<file path="src/inc/adc_ctrl_pkg.sv">
// constants shared by the converter control block and its sequencing engine
package adc_ctrl_pkg;
	// ****************************
	// register word indices (byte address = 4 * index)
	// ****************************
	localparam logic [9:0] IDX_POS_MUX = 10'h0BB;
	localparam logic [9:0] IDX_CONFIG  = 10'h0BC;
	localparam logic [9:0] IDX_RES_LO  = 10'h0BD;
	localparam logic [9:0] IDX_RES_HI  = 10'h0BE;
	localparam logic [9:0] IDX_AUX     = 10'h0C0;
	localparam logic [9:0] IDX_CONTROL = 10'h0E8;
	// ****************************
	// reset values
	// ****************************
	localparam logic [7:0] RST_CONTROL = 8'h00;
	localparam logic [7:0] RST_CONFIG  = 8'hF8;
	localparam logic [7:0] RST_POS_MUX = 8'h00;
	localparam logic [7:0] RST_AUX     = 8'h00;
	// ****************************
	// field positions
	// ****************************
	localparam int CTL_POWER = 7;
	localparam int CTL_TRACK = 6;
	localparam int CTL_DONE  = 5;
	localparam int CTL_BUSY  = 4;
	localparam int CTL_SRC_HI = 2;
	localparam int CFG_DIV_HI = 7;
	localparam int CFG_DIV_LO = 3;
	localparam int CFG_LJUST  = 2;
	localparam int AUX_IRQ_EN = 0;
	// ****************************
	// start sources and input codes
	// ****************************
	localparam logic [2:0] SRC_SW     = 3'h0;
	localparam logic [2:0] SRC_TMR0   = 3'h1;
	localparam logic [2:0] SRC_TMR2   = 3'h2;
	localparam logic [2:0] SRC_TMR1   = 3'h3;
	localparam logic [2:0] SRC_STROBE = 3'h4;
	localparam logic [2:0] SRC_TMR3   = 3'h5;
	localparam logic [4:0] MUX_PORT_LAST  = 5'h14;
	localparam logic [4:0] MUX_LARGE_LAST = 5'h03;
	localparam logic [4:0] MUX_SMALL_FIRST = 5'h11;
	localparam logic [4:0] MUX_TEMP   = 5'h1E;
	localparam logic [4:0] MUX_SUPPLY = 5'h1F;
	localparam logic [1:0] PKG_MID   = 2'h0;
	localparam logic [1:0] PKG_LARGE = 2'h1;
	localparam logic [1:0] PKG_SMALL = 2'h2;
	// ****************************
	// timing
	// ****************************
	localparam int RES_BITS    = 10;
	localparam int TRACK_TICKS = 3;
	localparam int CLK_HZ      = 40000000;
	localparam int MAX_KSPS    = 200;
	localparam int MIN_CONV_CYCLES = CLK_HZ / (MAX_KSPS * 1000);
endpackage

</file>
<file path="src/inc/sar_if.sv">
// handshake between the conversion sequencer and the bit-trial engine
`timescale 1ns/1ps
`default_nettype none
interface sar_if;
	logic       start;
	logic       tick;
	logic       cmp;
	logic       done;
	logic [9:0] trial;
	logic [9:0] result;
	modport ctrl (output start, output tick, output cmp, input done, input trial, input result);
	modport engine (input start, input tick, input cmp, output done, output trial, output result);
endinterface
`default_nettype wire

</file>
<file path="src/hw/adc_conv_ctrl.sv">
// converter control: clock divider, start selection, tracking, flags, input select, bus slave
// Behaviour
// - conversion clock is system clock divided by divider setting plus one, 0..31
// - conversion rates up to 200 ksps are supported
// - exactly one start source, chosen by the start-source field, starts conversions
// - busy bit stays one throughout the conversion, clears at completion
// - busy falling at completion sets the done flag and an enabled interrupt request
// - result registers hold the new result when the done flag reads one
// - timers 2 and 3 use low-byte overflow in 8-bit mode, else high-byte
// - normal track mode tracks continuously except during conversion
// - low-power track mode tracks 3 conversion clocks after start, then converts
// - low-power with strobe source: track while strobe low, convert on rising edge
// - tracking is shut down during chip standby or sleep
// - results have 10 bits resolution
// - input codes 0..0x14 are port inputs, 0x1E temperature, 0x1F supply
// - upper three bits of the positive select read zero, writes ignored
// - largest package: codes 0..3 are reserved
// - smallest package: codes 0x11..0x14 are reserved
// - start-source encoding: sw, timer0, timer2, timer1, strobe, timer3; 11x reserved
// - writing one to busy starts only when source field is 000
// - with power-on bit zero the converter stays shut down
//
// The implementer's own choice: the AHB-Lite register port.
`timescale 1ns/1ps
`default_nettype none
module adc_conv_ctrl #(
	parameter logic [1:0] PACKAGE_VARIANT = adc_ctrl_pkg::PKG_MID
) (
	// clock and reset
	input  wire logic        clk,
	input  wire logic        srst,
	// ahb-lite slave
	input  wire logic        hsel,
	input  wire logic [31:0] haddr,
	input  wire logic [1:0]  htrans,
	input  wire logic        hwrite,
	input  wire logic [2:0]  hsize,
	input  wire logic [31:0] hwdata,
	input  wire logic        hready,
	output logic      [31:0] hrdata,
	output logic             hreadyout,
	output logic             hresp,
	// start sources
	input  wire logic        tmr0_ovf,
	input  wire logic        tmr1_ovf,
	input  wire logic        tmr2_lo_ovf,
	input  wire logic        tmr2_hi_ovf,
	input  wire logic        tmr2_split,
	input  wire logic        tmr3_lo_ovf,
	input  wire logic        tmr3_hi_ovf,
	input  wire logic        tmr3_split,
	input  wire logic        external_convert_strobe,
	// power state, analog front end and interrupt
	input  wire logic        standby,
	input  wire logic        cmp_in,
	output logic             track_en,
	output logic             analog_power,
	output logic      [9:0]  dac_code,
	output logic      [4:0]  positive_input_code,
	output logic             input_code_valid,
	output logic             conv_irq
);
	typedef enum logic [1:0] {S_IDLE, S_TRACK, S_CONV} seq_e;

	sar_if sar ();
	sar_engine u_engine (.clk(clk), .srst(srst), .sar(sar.engine));

	// ****************************
	// bus slave
	// ****************************
	logic [7:0]  control_q, config_q, pos_mux_q, aux_q;
	logic [9:0]  result_q;
	logic        wr_q, rd_q;
	logic [9:0]  idx_q;
	logic [31:0] hrdata_q;
	logic        hreadyout_q;
	logic [7:0]  rd_byte;
	logic        wr_ctrl;
	logic        sw_one;

	always_ff @(posedge clk) begin
		if (srst) begin
			wr_q  <= 1'b0;
			rd_q  <= 1'b0;
			idx_q <= 10'h000;
		end else begin
			wr_q <= hsel && htrans[1] && hready && hwrite;
			rd_q <= hsel && htrans[1] && hready && !hwrite;
			if (hsel && htrans[1] && hready) begin
				idx_q <= haddr[11:2];
			end
		end
	end

	// reads take one wait state so a write just before is already visible
	always_comb begin
		rd_byte = 8'h00;
		unique case (idx_q)
			adc_ctrl_pkg::IDX_CONTROL: rd_byte = control_q;
			adc_ctrl_pkg::IDX_CONFIG:  rd_byte = {config_q[7:2], 2'b00};
			adc_ctrl_pkg::IDX_POS_MUX: rd_byte = {3'b000, pos_mux_q[4:0]};
			adc_ctrl_pkg::IDX_AUX:     rd_byte = aux_q;
			adc_ctrl_pkg::IDX_RES_HI:  rd_byte = config_q[adc_ctrl_pkg::CFG_LJUST] ?
				result_q[9:2] : {6'b000000, result_q[9:8]};
			adc_ctrl_pkg::IDX_RES_LO:  rd_byte = config_q[adc_ctrl_pkg::CFG_LJUST] ?
				{result_q[1:0], 6'b000000} : result_q[7:0];
			default:                   rd_byte = 8'h00;
		endcase
	end

	always_ff @(posedge clk) begin
		if (srst) begin
			hrdata_q    <= 32'h0000_0000;
			hreadyout_q <= 1'b1;
		end else begin
			hreadyout_q <= !(hsel && htrans[1] && hready && !hwrite);
			if (rd_q) begin
				hrdata_q <= {24'h000000, rd_byte};
			end
		end
	end

	assign wr_ctrl = wr_q && idx_q == adc_ctrl_pkg::IDX_CONTROL;
	// the start decision uses the source field being written alongside
	assign sw_one  = wr_ctrl && hwdata[adc_ctrl_pkg::CTL_BUSY] &&
		hwdata[adc_ctrl_pkg::CTL_SRC_HI:0] == adc_ctrl_pkg::SRC_SW;

	always_ff @(posedge clk) begin
		if (srst) begin
			config_q  <= adc_ctrl_pkg::RST_CONFIG;
			pos_mux_q <= adc_ctrl_pkg::RST_POS_MUX;
			aux_q     <= adc_ctrl_pkg::RST_AUX;
		end else if (wr_q) begin
			if (idx_q == adc_ctrl_pkg::IDX_CONFIG) config_q <= {hwdata[7:2], 2'b00};
			if (idx_q == adc_ctrl_pkg::IDX_POS_MUX) pos_mux_q <= {3'b000, hwdata[4:0]};
			if (idx_q == adc_ctrl_pkg::IDX_AUX) aux_q <= {7'h00, hwdata[adc_ctrl_pkg::AUX_IRQ_EN]};
		end
	end

	// ****************************
	// conversion clock divider
	// ****************************
	logic [4:0] div_cnt_q;
	logic       tick_q;
	logic [4:0] divider;
	logic       start_q;
	assign divider = config_q[adc_ctrl_pkg::CFG_DIV_HI:adc_ctrl_pkg::CFG_DIV_LO];

	// divide by setting plus one; slowest settings keep the rate well under the limit
	always_ff @(posedge clk) begin
		if (srst || !control_q[adc_ctrl_pkg::CTL_POWER]) begin
			div_cnt_q <= 5'h00;
			tick_q    <= 1'b0;
		end else if (start_q) begin
			// restart on engine start: the first trial gets a full period for the comparator path
			div_cnt_q <= 5'h00;
			tick_q    <= 1'b0;
		end else begin
			tick_q    <= div_cnt_q >= divider;
			div_cnt_q <= (div_cnt_q >= divider) ? 5'h00 : div_cnt_q + 5'h01;
		end
	end

	// ****************************
	// start sources
	// ****************************
	logic strb_s1_q, strb_s2_q, strb_prev_q;
	logic strb_rise;
	logic trig;
	logic [2:0] src;
	assign src = control_q[adc_ctrl_pkg::CTL_SRC_HI:0];

	always_ff @(posedge clk) begin
		if (srst) begin
			strb_s1_q   <= 1'b0;
			strb_s2_q   <= 1'b0;
			strb_prev_q <= 1'b0;
		end else begin
			strb_s1_q   <= external_convert_strobe;
			strb_s2_q   <= strb_s1_q;
			strb_prev_q <= strb_s2_q;
		end
	end
	assign strb_rise = strb_s2_q && !strb_prev_q;

	always_comb begin
		unique case (src)
			adc_ctrl_pkg::SRC_SW:     trig = sw_one;
			adc_ctrl_pkg::SRC_TMR0:   trig = tmr0_ovf;
			adc_ctrl_pkg::SRC_TMR2:   trig = tmr2_split ? tmr2_lo_ovf : tmr2_hi_ovf;
			adc_ctrl_pkg::SRC_TMR1:   trig = tmr1_ovf;
			adc_ctrl_pkg::SRC_STROBE: trig = strb_rise;
			adc_ctrl_pkg::SRC_TMR3:   trig = tmr3_split ? tmr3_lo_ovf : tmr3_hi_ovf;
			default:                  trig = 1'b0;
		endcase
	end

	// ****************************
	// sequencer
	// ****************************
	seq_e       state_q;
	logic [1:0] trk_cnt_q;
	logic       power;
	logic       lp_mode;
	logic       fin;
	assign power   = control_q[adc_ctrl_pkg::CTL_POWER];
	assign lp_mode = control_q[adc_ctrl_pkg::CTL_TRACK];
	assign fin     = state_q == S_CONV && sar.done;

	always_ff @(posedge clk) begin
		if (srst || !power) begin
			state_q   <= S_IDLE;
			trk_cnt_q <= 2'h0;
			start_q   <= 1'b0;
		end else begin
			start_q <= 1'b0;
			unique case (state_q)
				S_IDLE: if (trig) begin
					trk_cnt_q <= 2'h0;
					if (lp_mode && src != adc_ctrl_pkg::SRC_STROBE) begin
						state_q <= S_TRACK;
					end else begin
						state_q <= S_CONV;
						start_q <= 1'b1;
					end
				end
				S_TRACK: if (tick_q) begin
					trk_cnt_q <= trk_cnt_q + 2'h1;
					if (trk_cnt_q == 2'(adc_ctrl_pkg::TRACK_TICKS - 1)) begin
						state_q <= S_CONV;
						start_q <= 1'b1;
					end
				end
				// further starts are not looked at until the engine finishes
				S_CONV: if (sar.done) state_q <= S_IDLE;
			endcase
		end
	end

	assign sar.start = start_q;
	assign sar.tick  = tick_q;

	// ****************************
	// control register, flags and result
	// ****************************
	logic cmp_s1_q, cmp_s2_q;
	logic irq_q;

	always_ff @(posedge clk) begin
		if (srst) begin
			cmp_s1_q <= 1'b0;
			cmp_s2_q <= 1'b0;
		end else begin
			cmp_s1_q <= cmp_in;
			cmp_s2_q <= cmp_s1_q;
		end
	end
	assign sar.cmp = cmp_s2_q;

	always_ff @(posedge clk) begin
		if (srst) begin
			control_q <= adc_ctrl_pkg::RST_CONTROL;
		end else begin
			if (wr_ctrl) begin
				control_q[7:6] <= hwdata[7:6];
				control_q[adc_ctrl_pkg::CTL_SRC_HI:0] <= hwdata[adc_ctrl_pkg::CTL_SRC_HI:0];
			end
			// set beats a software clear landing in the same cycle
			if (fin) begin
				control_q[adc_ctrl_pkg::CTL_DONE] <= 1'b1;
			end else if (wr_ctrl) begin
				control_q[adc_ctrl_pkg::CTL_DONE] <= hwdata[adc_ctrl_pkg::CTL_DONE];
			end
			control_q[adc_ctrl_pkg::CTL_BUSY] <= (state_q != S_IDLE && !fin) ||
				(state_q == S_IDLE && trig && power);
			control_q[3] <= 1'b0;
		end
	end

	always_ff @(posedge clk) begin
		if (srst) begin
			result_q <= 10'h000;
			irq_q    <= 1'b0;
		end else begin
			if (fin) result_q <= sar.result;
			irq_q <= fin && aux_q[adc_ctrl_pkg::AUX_IRQ_EN];
		end
	end

	// ****************************
	// tracking and input select
	// ****************************
	logic       track_q, apow_q, valid_q;
	logic [4:0] code_q;
	logic [9:0] dac_q;
	logic [4:0] code;
	assign code = pos_mux_q[4:0];

	always_ff @(posedge clk) begin
		if (srst) begin
			track_q <= 1'b0;
			apow_q  <= 1'b0;
			dac_q   <= 10'h000;
		end else begin
			apow_q <= power && !standby;
			dac_q  <= sar.trial;
			if (!power || standby) begin
				track_q <= 1'b0;
			end else if (!lp_mode) begin
				track_q <= state_q != S_CONV;
			end else if (src == adc_ctrl_pkg::SRC_STROBE) begin
				track_q <= state_q == S_IDLE && !strb_s2_q;
			end else begin
				track_q <= state_q == S_TRACK;
			end
		end
	end

	always_ff @(posedge clk) begin
		if (srst) begin
			code_q  <= 5'h00;
			valid_q <= 1'b0;
		end else begin
			code_q  <= code;
			valid_q <= code == adc_ctrl_pkg::MUX_TEMP || code == adc_ctrl_pkg::MUX_SUPPLY ||
				(code <= adc_ctrl_pkg::MUX_PORT_LAST &&
				!(PACKAGE_VARIANT == adc_ctrl_pkg::PKG_LARGE && code <= adc_ctrl_pkg::MUX_LARGE_LAST) &&
				!(PACKAGE_VARIANT == adc_ctrl_pkg::PKG_SMALL && code >= adc_ctrl_pkg::MUX_SMALL_FIRST));
		end
	end

	assign hrdata              = hrdata_q;
	assign hreadyout           = hreadyout_q;
	assign hresp               = 1'b0;
	assign track_en            = track_q;
	assign analog_power        = apow_q;
	assign dac_code            = dac_q;
	assign positive_input_code = code_q;
	assign input_code_valid    = valid_q;
	assign conv_irq            = irq_q;
endmodule // adc_conv_ctrl
`default_nettype wire

</file>
<file path="src/hw/sar_engine.sv">
// successive-approximation bit-trial engine, one bit per conversion clock
`timescale 1ns/1ps
`default_nettype none
module sar_engine (
	// clock and reset
	input  wire logic clk,
	input  wire logic srst,
	// sequencer side
	sar_if.engine     sar
);
	logic [9:0] trial_q;
	logic [9:0] bit_q;
	logic [3:0] ticks_q;
	logic       run_q;
	logic       done_q;
	logic [9:0] result_q;

	always_ff @(posedge clk) begin
		if (srst) begin
			run_q   <= 1'b0;
			trial_q <= 10'h000;
			bit_q   <= 10'h000;
			ticks_q <= 4'h0;
		end else if (sar.start) begin
			run_q   <= 1'b1;
			trial_q <= 10'h200;
			bit_q   <= 10'h200;
			ticks_q <= 4'h0;
		end else if (run_q && sar.tick) begin
			// keep the bit while the comparator says input is above the trial
			trial_q <= (sar.cmp ? trial_q : (trial_q & ~bit_q)) | (bit_q >> 1);
			bit_q   <= bit_q >> 1;
			ticks_q <= ticks_q + 4'h1;
			if (bit_q[0]) begin
				run_q <= 1'b0;
			end
		end
	end

	always_ff @(posedge clk) begin
		if (srst) begin
			done_q   <= 1'b0;
			result_q <= 10'h000;
		end else begin
			done_q <= run_q && sar.tick && bit_q[0];
			if (run_q && sar.tick && bit_q[0]) begin
				result_q <= sar.cmp ? trial_q : (trial_q & ~bit_q);
			end
		end
	end

	assign sar.done   = done_q;
	assign sar.trial  = trial_q;
	assign sar.result = result_q;
endmodule // sar_engine
`default_nettype wire

</file>
<file path="config.mk">
export PLATFORM = sky130hd
export DESIGN_NAME = adc_conv_ctrl
export DESIGN_NICKNAME = d
export VERILOG_FILES = /design/src/inc/adc_ctrl_pkg.sv /design/src/inc/sar_if.sv /design/src/hw/adc_conv_ctrl.sv /design/src/hw/sar_engine.sv
export SDC_FILE = /design/constraint.sdc
export NUM_CORES = 1
export LEC_CHECK = 0
export BUFFER_PORTS_ARGS = -buffer_cell sky130_fd_sc_hd__buf_2
export CORE_MARGIN = 2
export CORE_UTILIZATION = 52
export DETAILED_ROUTE_END_ITERATION = 8
export PLACE_DENSITY = 0.83
export SLEW_MARGIN = 10
export SYNTH_ARGS = -nofsm -noshare
export SYNTH_HDL_FRONTEND = slang
export SYNTH_SLANG_ARGS = --single-unit
</file>
<file path="constraint.sdc">
create_clock -name clk -period 1.85 [get_ports clk]
set_input_delay 0.37 -clock clk [delete_from_list [all_inputs] [get_ports clk]]
set_output_delay 0.37 -clock clk [all_outputs]
set_load 0.005 [all_outputs]
</file>
=== Word-level counts from Yosys, hierarchy flattened ===
Cells that the tools add are included.

* Add/subtract/negate cells: 2
* Order comparisons: 2
* Eq/ne operators: 22
* Muxes and demuxes: 32
* Bitwise operators: 3
* Reductions and logical operators: 48

{| class="wikitable"
|+ Operators with widths
! operator !! count
|-
| == test 10 x 8 -> 1 bit, second input constant || 6
|-
| 2-to-1 mux 10 bit || 5
|-
| case mux 8 bit (6 select lines) || 1
|-
| logical AND 1 bit || 18
|-
| 2-to-1 mux 8 bit || 2
|-
| 2-to-1 mux 2 bit || 7
|-
| 2-to-1 mux 1 bit || 13
|-
| bitwise AND 10 bit || 1
|-
| == test 5 bit, second input constant || 2
|-
| NOT 10 bit || 1
|-
| bitwise OR 10 x 9 -> 10 bit || 1
|-
| nonzero test 2 bit || 5
|-
| != test 2 bit, second input constant || 4
|-
| AND reduction 2 bit || 4
|-
| logical NOT 1 bit || 7
|-
| == test 3 x 2 -> 1 bit, second input constant || 2
|-
| == test 3 bit, second input constant || 2
|-
| logical NOT 3 bit || 2
|-
| case mux 1 bit (6 select lines) || 1
|-
| case mux 2 bit (3 select lines) || 1
|-
| OR reduction 2 bit || 3
|-
| adder 5 x 1 -> 5 bit, second input constant || 1
|-
| >= comparator 5 bit || 1
|-
| less-or-equal comparator 5 bit, second input constant || 1
|-
| 13 further kinds || 18
|}

* Flip-flop bits (word level): 118
* Input bits: 85
* Output and inout bits: 53
* Word-level logic and storage cells: 145

=== Depth between registers and ports, before layout ===
Gate-level depths: netlist of the first run.

* Depth in word-level cells: 8
* Gate-level depth with buffers: 8
* Depth with buffers taken out: 8

=== Hierarchy ===
A second synthesis of the first run with hierarchy kept.

* Cells, all modules: 566
* Area total of the unflattened synthesis: 4,857.2 um2

{| class="wikitable"
|+ By module, submodules not included
! module !! times used !! cells each !! area each (um2) !! seq. area each (um2)
|-
| adc_conv_ctrl || 1 || 427 || 3,693.5 || 1,701.6
|-
| sar_engine || 1 || 139 || 1,163.6 || 640.6
|}

=== Worst setup path after synthesis of the first run ===
Ideal clock, no wire load.

* Path kind: reg-to-reg
* Start point: register idx_q[5]
* End point: register config_q[3]
* Library setup time: 0.120 ns
* Arrival time: 1.507 ns
* Data required time: 1.730 ns
* Slack: 0.223 ns
* Stages on the path, launching flop included: 8
* Buffers on the path: 2
* Period minus slack after synthesis: 1.627 ns
* Cells stage by stage: dfxtp_1 and2_1 buf_2 nand4_2 nor3_2 buf_4 nand2_2 a211o_1

* Word-level cells in the longest chain between the ends: 2

{| class="wikitable"
|+ Ends and longest elaborated chain
! what !! line !! RTL
|-
| from (decl) || adc_conv_ctrl.sv:74 || <nowiki>logic [9:0] idx_q;</nowiki>
|-
| from (signal assigned) || adc_conv_ctrl.sv:90 || <nowiki>idx_q <= haddr[11:2];</nowiki>
|-
| == test 10 x 8 -> 1 bit || adc_conv_ctrl.sv:134 || <nowiki>if (idx_q == adc_ctrl_pkg::IDX_CONFIG) config_q <= {hwdata[7:2], 2'b00};</nowiki>
|-
| AND reduction 2 bit (no source line) || -- ||
|-
| to (signal assigned) || adc_conv_ctrl.sv:130 || <nowiki>config_q <= adc_ctrl_pkg::RST_CONFIG;</nowiki>
|-
| to (signal assigned) || adc_conv_ctrl.sv:134 ||
|-
| to (decl) || adc_conv_ctrl.sv:71 || <nowiki>logic [7:0] control_q, config_q, pos_mux_q, aux_q;</nowiki>
|}

No other way between the ends.
A chain may end at the register's enable or synchronous reset.

=== Final worst setup path of the first run ===
* Start point: register idx_q[4]
* End point: register config_q[3]

The elaborated chain is that of the path after synthesis.

==> results of run 1 <==
[layout make-up]
type | instances | area, µm²
clock buffer | 17 | 414
clock inverter | 15 | 158
fill | 762 | 3260
inverter | 18 | 67.6
multi-input combinational | 424 | 2410
sequential | 117 | 2340
tap | 129 | 161
timing repair buffer | 83 | 472
[critical path, cell delays in order, from the launching register on]
cell,delay (ns)
dfxtp_1,0.35
and3b_2,0.25
nand4_2,0.21
nor3_2,0.31
buf_6,0.20
nand2_2,0.11
a211o_1,0.30
[cells by family after synthesis]
logic type      after synthesis  synth area share, %
mux                           7                 1.45
flops                       117                 46.7
fa+ha+maj                    10                 2.50
compound gates              120                 15.5
xor+xnor                      4                0.699
simple gates                258                 25.5
other cells                   1               0.0748
buf+inv                      72                 7.56
[power by group through the flow]
| stage | Combinational, mW | Sequential (mW) | Clock [mW] |
|---|---|---|---|
| after floorplan | 0.133 | 2.60 | 0 |
| after global placement | 0.156 | 2.60 | 0 |
| after detailed placement | 0.161 | 2.60 | 0 |
| after CTS | 0.163 | 2.55 | 3.17 |
| after global routing | 0.185 | 2.55 | 3.27 |
| final | 0.168 | 2.55 | 3.14 |
[per-stage QoR]
step           hold WS, ns  worst slack, ns  utilization [%]  std cells  total power [mW]
2_1_floorplan        0.414            0.223                -        613              2.73
3_3_place_gp         0.420           0.0802             58.2        769              2.76
3_5_place_dp         0.426           0.0247             58.2        769              2.77
4_1_cts            0.00680          0.00420             64.4        801              5.88
5_1_grt             0.0153          -0.0712             64.9        803              6.01
6_report            0.0183         0.000387             64.9        803              5.86
[routing by layer]
| layer | vias up | part of all wire (%) | GRT usage (%) | wire [µm] |
|---|---|---|---|---|
| met2 | 208 | 50 | 40.7 | 6160 |
| met3 | 51 | 7.1 | 6.09 | 879 |
| li1 | 2110 | - | - | - |
| met1 | 2068 | 40 | 28.0 | 4960 |
| met4 | 0 | 3.4 | 11.4 | 420 |
| met5 | - | 0 | 0 | 0 |
[repair_timing]
action	CTS	global route
setup buffers	0	2
pin swaps	0	2
gates resized for setup	1	11
cloned	0	0
endpoints found under the setup margin	1	18
[sequential cells by signal, summed over array words and instances (netlist names), 2 cells and up]
register	count
dac_code	10
idx_q	10
result_q	10
u_engine.bit_q	10
u_engine.sar.result	10
u_engine.sar.trial	10
hrdata	8
control_q	7
config_q	6
div_cnt_q	5
pos_mux_q	5
positive_input_code	5
state_q	2
trk_cnt_q	2
[worst paths after layout]
kind	cells past startpoint	from	end
worst max-delay path	6	idx_q[4]$_SDFFE_PP0P_	config_q[3]$_SDFFE_PP1P_
worst min-delay path	2	standby	analog_power$_SDFF_PP0_
worst max register to register	6	idx_q[4]$_SDFFE_PP0P_	config_q[3]$_SDFFE_PP1P_
worst min register to register	1	strb_s1_q$_SDFF_PP0_	strb_s2_q$_SDFF_PP0_
[cells in the mapped netlist, types with 6 or more instances]
master | number | area share (%)
dfxtp_1 | 117 | 47
nand2_1 | 115 | 8.6
a21oi_1 | 70 | 7.0
nor2_1 | 33 | 2.5
nand3_1 | 31 | 3.1
nor2b_1 | 28 | 3.5
buf_4 | 26 | 3.9
clkbuf_1 | 22 | 1.6
inv_1 | 18 | 1.3
nand2b_1 | 13 | 1.6
ha_1 | 10 | 2.5
and3_1 | 6 | 0.75
o21ai_0 | 6 | 0.60
[placed cells by master, fill, tap and decap left out, types with 4 or more instances in the layout]
cell type    n
o21ai_0      5
a22o_1       5
buf_4       20
nor3_1       5
nor2_1      32
ha_1        10
a211oi_1     5
nand2_1    115
nand2b_1    13
a31oi_1      5
a221oi_1     4
conb_1      25
clkbuf_16   16
dfxtp_1    116
mux2i_1      5
nor2b_1     27
a21oi_1     69
buf_2       62
inv_6        7
and3_1       5
nand3_1     30
inv_1       18
==> run metrics, run 1 <==
RSZ-0062 raised after global routing=yes; drt total wl=12400 µm; worst endpoint required time=2.26 ns; CTS Buf Count=17; Yosys reg bits=117; Die Wd=102 µm; worst vdd ir=0.000497 V; clock share of power=53.6%; H-tree levels=4; Setup Crit Path Kind=register to register; Final GP Congestion=0.973; DP Wirelength=8460 µm; fin. max-slew vios=0; switch share=24.2%; nets@finish=756; Clk pin slew, worst setup/hold paths=0.06 ns; via/cell ratio=5.53; Critical Path AT=2.26 ns; hold crit path type=primary input to register; cells after synthesis=589; Clk Latency, worst-skew pair=0.52 ns; fin crit period=1.85 ns; TritonCTS clock tree=done; Initial Util=54.0%; Layout Cell Area excl Fill=6030 µm²; Antenna Nets Post-Route=0; share of cells above drive strength 1=20.8%; global-route wire length before repair=19300 µm; vias in the first global route=4186; Worst Setup End Kind=register; sequential power share=43.5%; via count=4437; r2r setup slk=0.0004 ns; Die Y=102 µm; Startpoint Class=register; Post-Route Skew=0.00733 ns; Clock Path Buffers=2; drt first-iter violations=270; Netlist cell types=62; main flop type after synthesis=dfxtp_1; GRT Util Overall=23.9%; Post-Syn Area=5010 µm²; final hold vios=0; final period utilization=100%; drt wl/cell=15.5 µm; Max Cap Viol=0; Placeable Area=9280 µm²; YS warnings=0; Die ar.=10400 µm²; # rows=35; number of synthesized flops with an enable pin=0; Pint=4.44 mW; status=complete, no violations; Pre-antenna DRT Iters=6; PD cells=972 nW/µm²; # IOs=138; Root Driver=clkbuf_8; largest net degree at the start of global routing=27; P_sw=1.42 mW; GR Overflow Total=0; drt drc=0; fraction of registers with async set or reset after synthesis=0%; Mapped Avg Cell Area=8.51 µm²; Post-DP Area=5410 µm²; CTS sink count=117; ant diodes=0; register area share after synthesis=46.7%; # setup viols final=0; Comb power frac=2.9%; f_max=541 MHz; Lkg Pwr=2.45 nW; port buffer count=62; area grow syn2layout=20.2%; initial antenna violation count=0; CP max FO=11; Post-CTS Hold Fix Bufs=0; total negative slack=0 ns
Note: power is estimated with default switching activity, not from simulation.
==> run 2, diff against run 1 <==
--- a/config.mk
+++ b/config.mk
@@ -5,11 +5,14 @@
 export SDC_FILE = /design/constraint.sdc
 export NUM_CORES = 1
 export LEC_CHECK = 0
+export ABC_AREA = 1
 export BUFFER_PORTS_ARGS = -buffer_cell sky130_fd_sc_hd__buf_2
 export CORE_MARGIN = 2
 export CORE_UTILIZATION = 52
 export DETAILED_ROUTE_END_ITERATION = 8
 export PLACE_DENSITY = 0.83
+export RECOVER_POWER = 25
+export REMOVE_ABC_BUFFERS = 1
 export SLEW_MARGIN = 10
 export SYNTH_ARGS = -nofsm -noshare
 export SYNTH_HDL_FRONTEND = slang
==> run 2 against run 1 <==
Against the previous run: die area up 0.62%; maximum frequency up 7.2%; non-clock buffer count decreased by 13.
==> run metrics, run 2 <==
status=complete, no violations; via count=4444; Least-Margin Pin Slew=0.792 ns; dpl cells=850; port buffer count=62; Netlist cell types=39; cells after synthesis=672; hold crit path type=primary input to register; Layout Cell Area excl Fill=5960 µm²; CTS Buf Count=17; cell taking the most area after synthesis=dfxtp_1; Antenna Nets Post-Route=0; RSZ-0062 raised after global routing=no; # rows=35; vias in the first global route=4267; Placeable Area=9330 µm²; Clock Path Buffers=2; total negative slack=0 ns; largest net degree at the start of global routing=34; r2r startpoint=config_q[7]$_SDFFE_PP1P_; # setup viols final=0; CTS sink count=117; nets@finish=835; Post-DP Area=5400 µm²; most frequent cells in the layout=nand2_1 (131), dfxtp_1 (117), inv_1 (84), a21oi_1 (78), nor2_1 (74); via/cell ratio=5.04; Worst Setup End Kind=register; Yosys reg bits=117; drt wl/cell=13.2 µm; final hold slack=0.0205 ns; Lkg Pwr=2.65 nW; Post-Syn Area=5040 µm²; HP Start=standby; drt total wl=11600 µm; Max Cap Viol=0; r2r setup slk=0.12 ns; Final GP Congestion=0.859; CP max FO=5; PD cells=1010 nW/µm²; number of synthesized flops with an enable pin=0; final setup margin=0.125 ns; final period utilization=93.3%; fin. max-slew vios=0; Die Wd=102 µm; Root Driver=clkbuf_8; Post-Route Skew=0.00775 ns; DP Wirelength=8120 µm; Startpoint Class=register; TritonCTS clock tree=done; worst slack, placed=0.199 ns; Clk pin slew, worst setup/hold paths=0.06 ns; share of cells above drive strength 1=16.2%; Pre-antenna DRT Iters=7; R2R depth=7; area grow syn2layout=18.2%; drt first-iter violations=174; most common cell in the netlist=nand2_1; synth top area cells=dfxtp_1 (46%), nand2_1 (9.7%), a21oi_1 (7.7%); commonest non-fill, non-tap cell in the layout=nand2_1; YS warnings=0; main flop type after synthesis=dfxtp_1; Core Util, Final=63.9%; fraction of registers with async set or reset after synthesis=0%; RR Endpoint=div_cnt_q[0]$_SDFF_PP0_; GRT Util Overall=23.6%; Setup Crit Path Kind=register to register; Die Y=102 µm; Pwr Total=6.02 mW; final hold vios=0; Non-Filler Instances=881; worst endpoint required time=2.30 ns; Hold Path Depth=2; fin crit period=1.73 ns; Worst slew margin=47.2%; Clk Latency, worst-skew pair=0.52 ns; GR Overflow Total=0; register area share after synthesis=46.4%; Critical Path AT=2.17 ns; f_max=580 MHz; Mapped Avg Cell Area=7.51 µm²; worst vdd ir=0.000694 V; top cells by count, synth=nand2_1 (131), dfxtp_1 (117), inv_1 (84), a21oi_1 (78), nor2_1 (74); drt drc=0; H-tree levels=4; initial antenna violation count=0; Hold Path End=analog_power$_SDFF_PP0_; Initial Util=54.1%; global-route wire length before repair=19300 µm; ant diodes=0; # IOs=138; top-area cell type share of the netlist area=46.4%; Die ar.=10500 µm²; Post-CTS Hold Fix Bufs=0
[run 2: cell types whose count changed after synthesis, moves of 9 or more]
cell,previous run,this run
o21ai_0,6,43
clkbuf_1,22,13
nor2_1,33,74
nand3_1,31,22
inv_1,18,84
nand2b_1,13,0
nor2b_1,28,0
nand2_1,115,131
[run 2: worst max-delay path by stage]
stage	from	to	slack [ns]	depth (start not counted)
after floorplan	sar.tick$_SDFF_PP0_	u_engine.sar.result[0]$_SDFFE_PP0P_	0.16	6
after global placement	config_q[7]$_SDFFE_PP1P_	div_cnt_q[2]$_SDFF_PP0_	0.34	7
after global routing	config_q[7]$_SDFFE_PP1P_	div_cnt_q[0]$_SDFF_PP0_	0.03	7
final	config_q[7]$_SDFFE_PP1P_	div_cnt_q[0]$_SDFF_PP0_	0.12	7
after detailed placement	config_q[7]$_SDFFE_PP1P_	div_cnt_q[1]$_SDFF_PP0_	0.20	7
after CTS	config_q[7]$_SDFFE_PP1P_	div_cnt_q[0]$_SDFF_PP0_	0.14	7
[run 2: cells by family after synthesis]
family / Yosys count / synth area share, %
other cells: 1 / 0.0743
flops: 117 / 46.4
xor+xnor: 3 / 0.521
buf+inv: 135 / 12.3
simple gates: 263 / 23.1
fa+ha+maj: 10 / 2.48
compound gates: 141 / 14.7
mux: 2 / 0.397
[run 2: metal layers]
| layer | up-vias | track usage, % | part of all wire, % |
|---|---|---|---|
| met3 | 36 | 6.17 | 5.0 |
| met2 | 153 | 40.0 | 48 |
| met5 | - | 0 | 0 |
| met1 | 2011 | 27.5 | 44 |
| li1 | 2244 | - | - |
| met4 | 0 | 12.5 | 2.8 |
[run 2: critical path, stage by stage (launching register included)]
cell and delay [ns]:
dfxtp_1 0.31, inv_1 0.06, ha_1 0.35, a21oi_1 0.18, o221ai_1 0.14, a21oi_1 0.27
nand3_2 0.19, nor2_1 0.15
[run 2: cell type report]
class / instances / area [µm²]
Multi-Input combinational cell: 444 / 2180
Clock buffer: 18 / 428
Inverter: 90 / 338
Fill cell: 768 / 3370
Sequential cell: 117 / 2340
Tap cell: 129 / 161
Timing Repair Buffer: 70 / 363
Clock inverter: 13 / 150
[run 2: timing repair]
| item | 4_1_cts | 5_1_grt |
|---|---|---|
| setup endpoints to repair | 0 | 2 |
| resized for setup | 0 | 1 |
| buffers inserted | 0 | 0 |
[run 2: where the power goes]
group	internal [mW]	switching, mW	leakage, nW
registers	2.56	0.0239	0.946
logic	0.0857	0.165	1.43
clock network	1.96	1.21	0.272
total	4.61	1.40	2.65
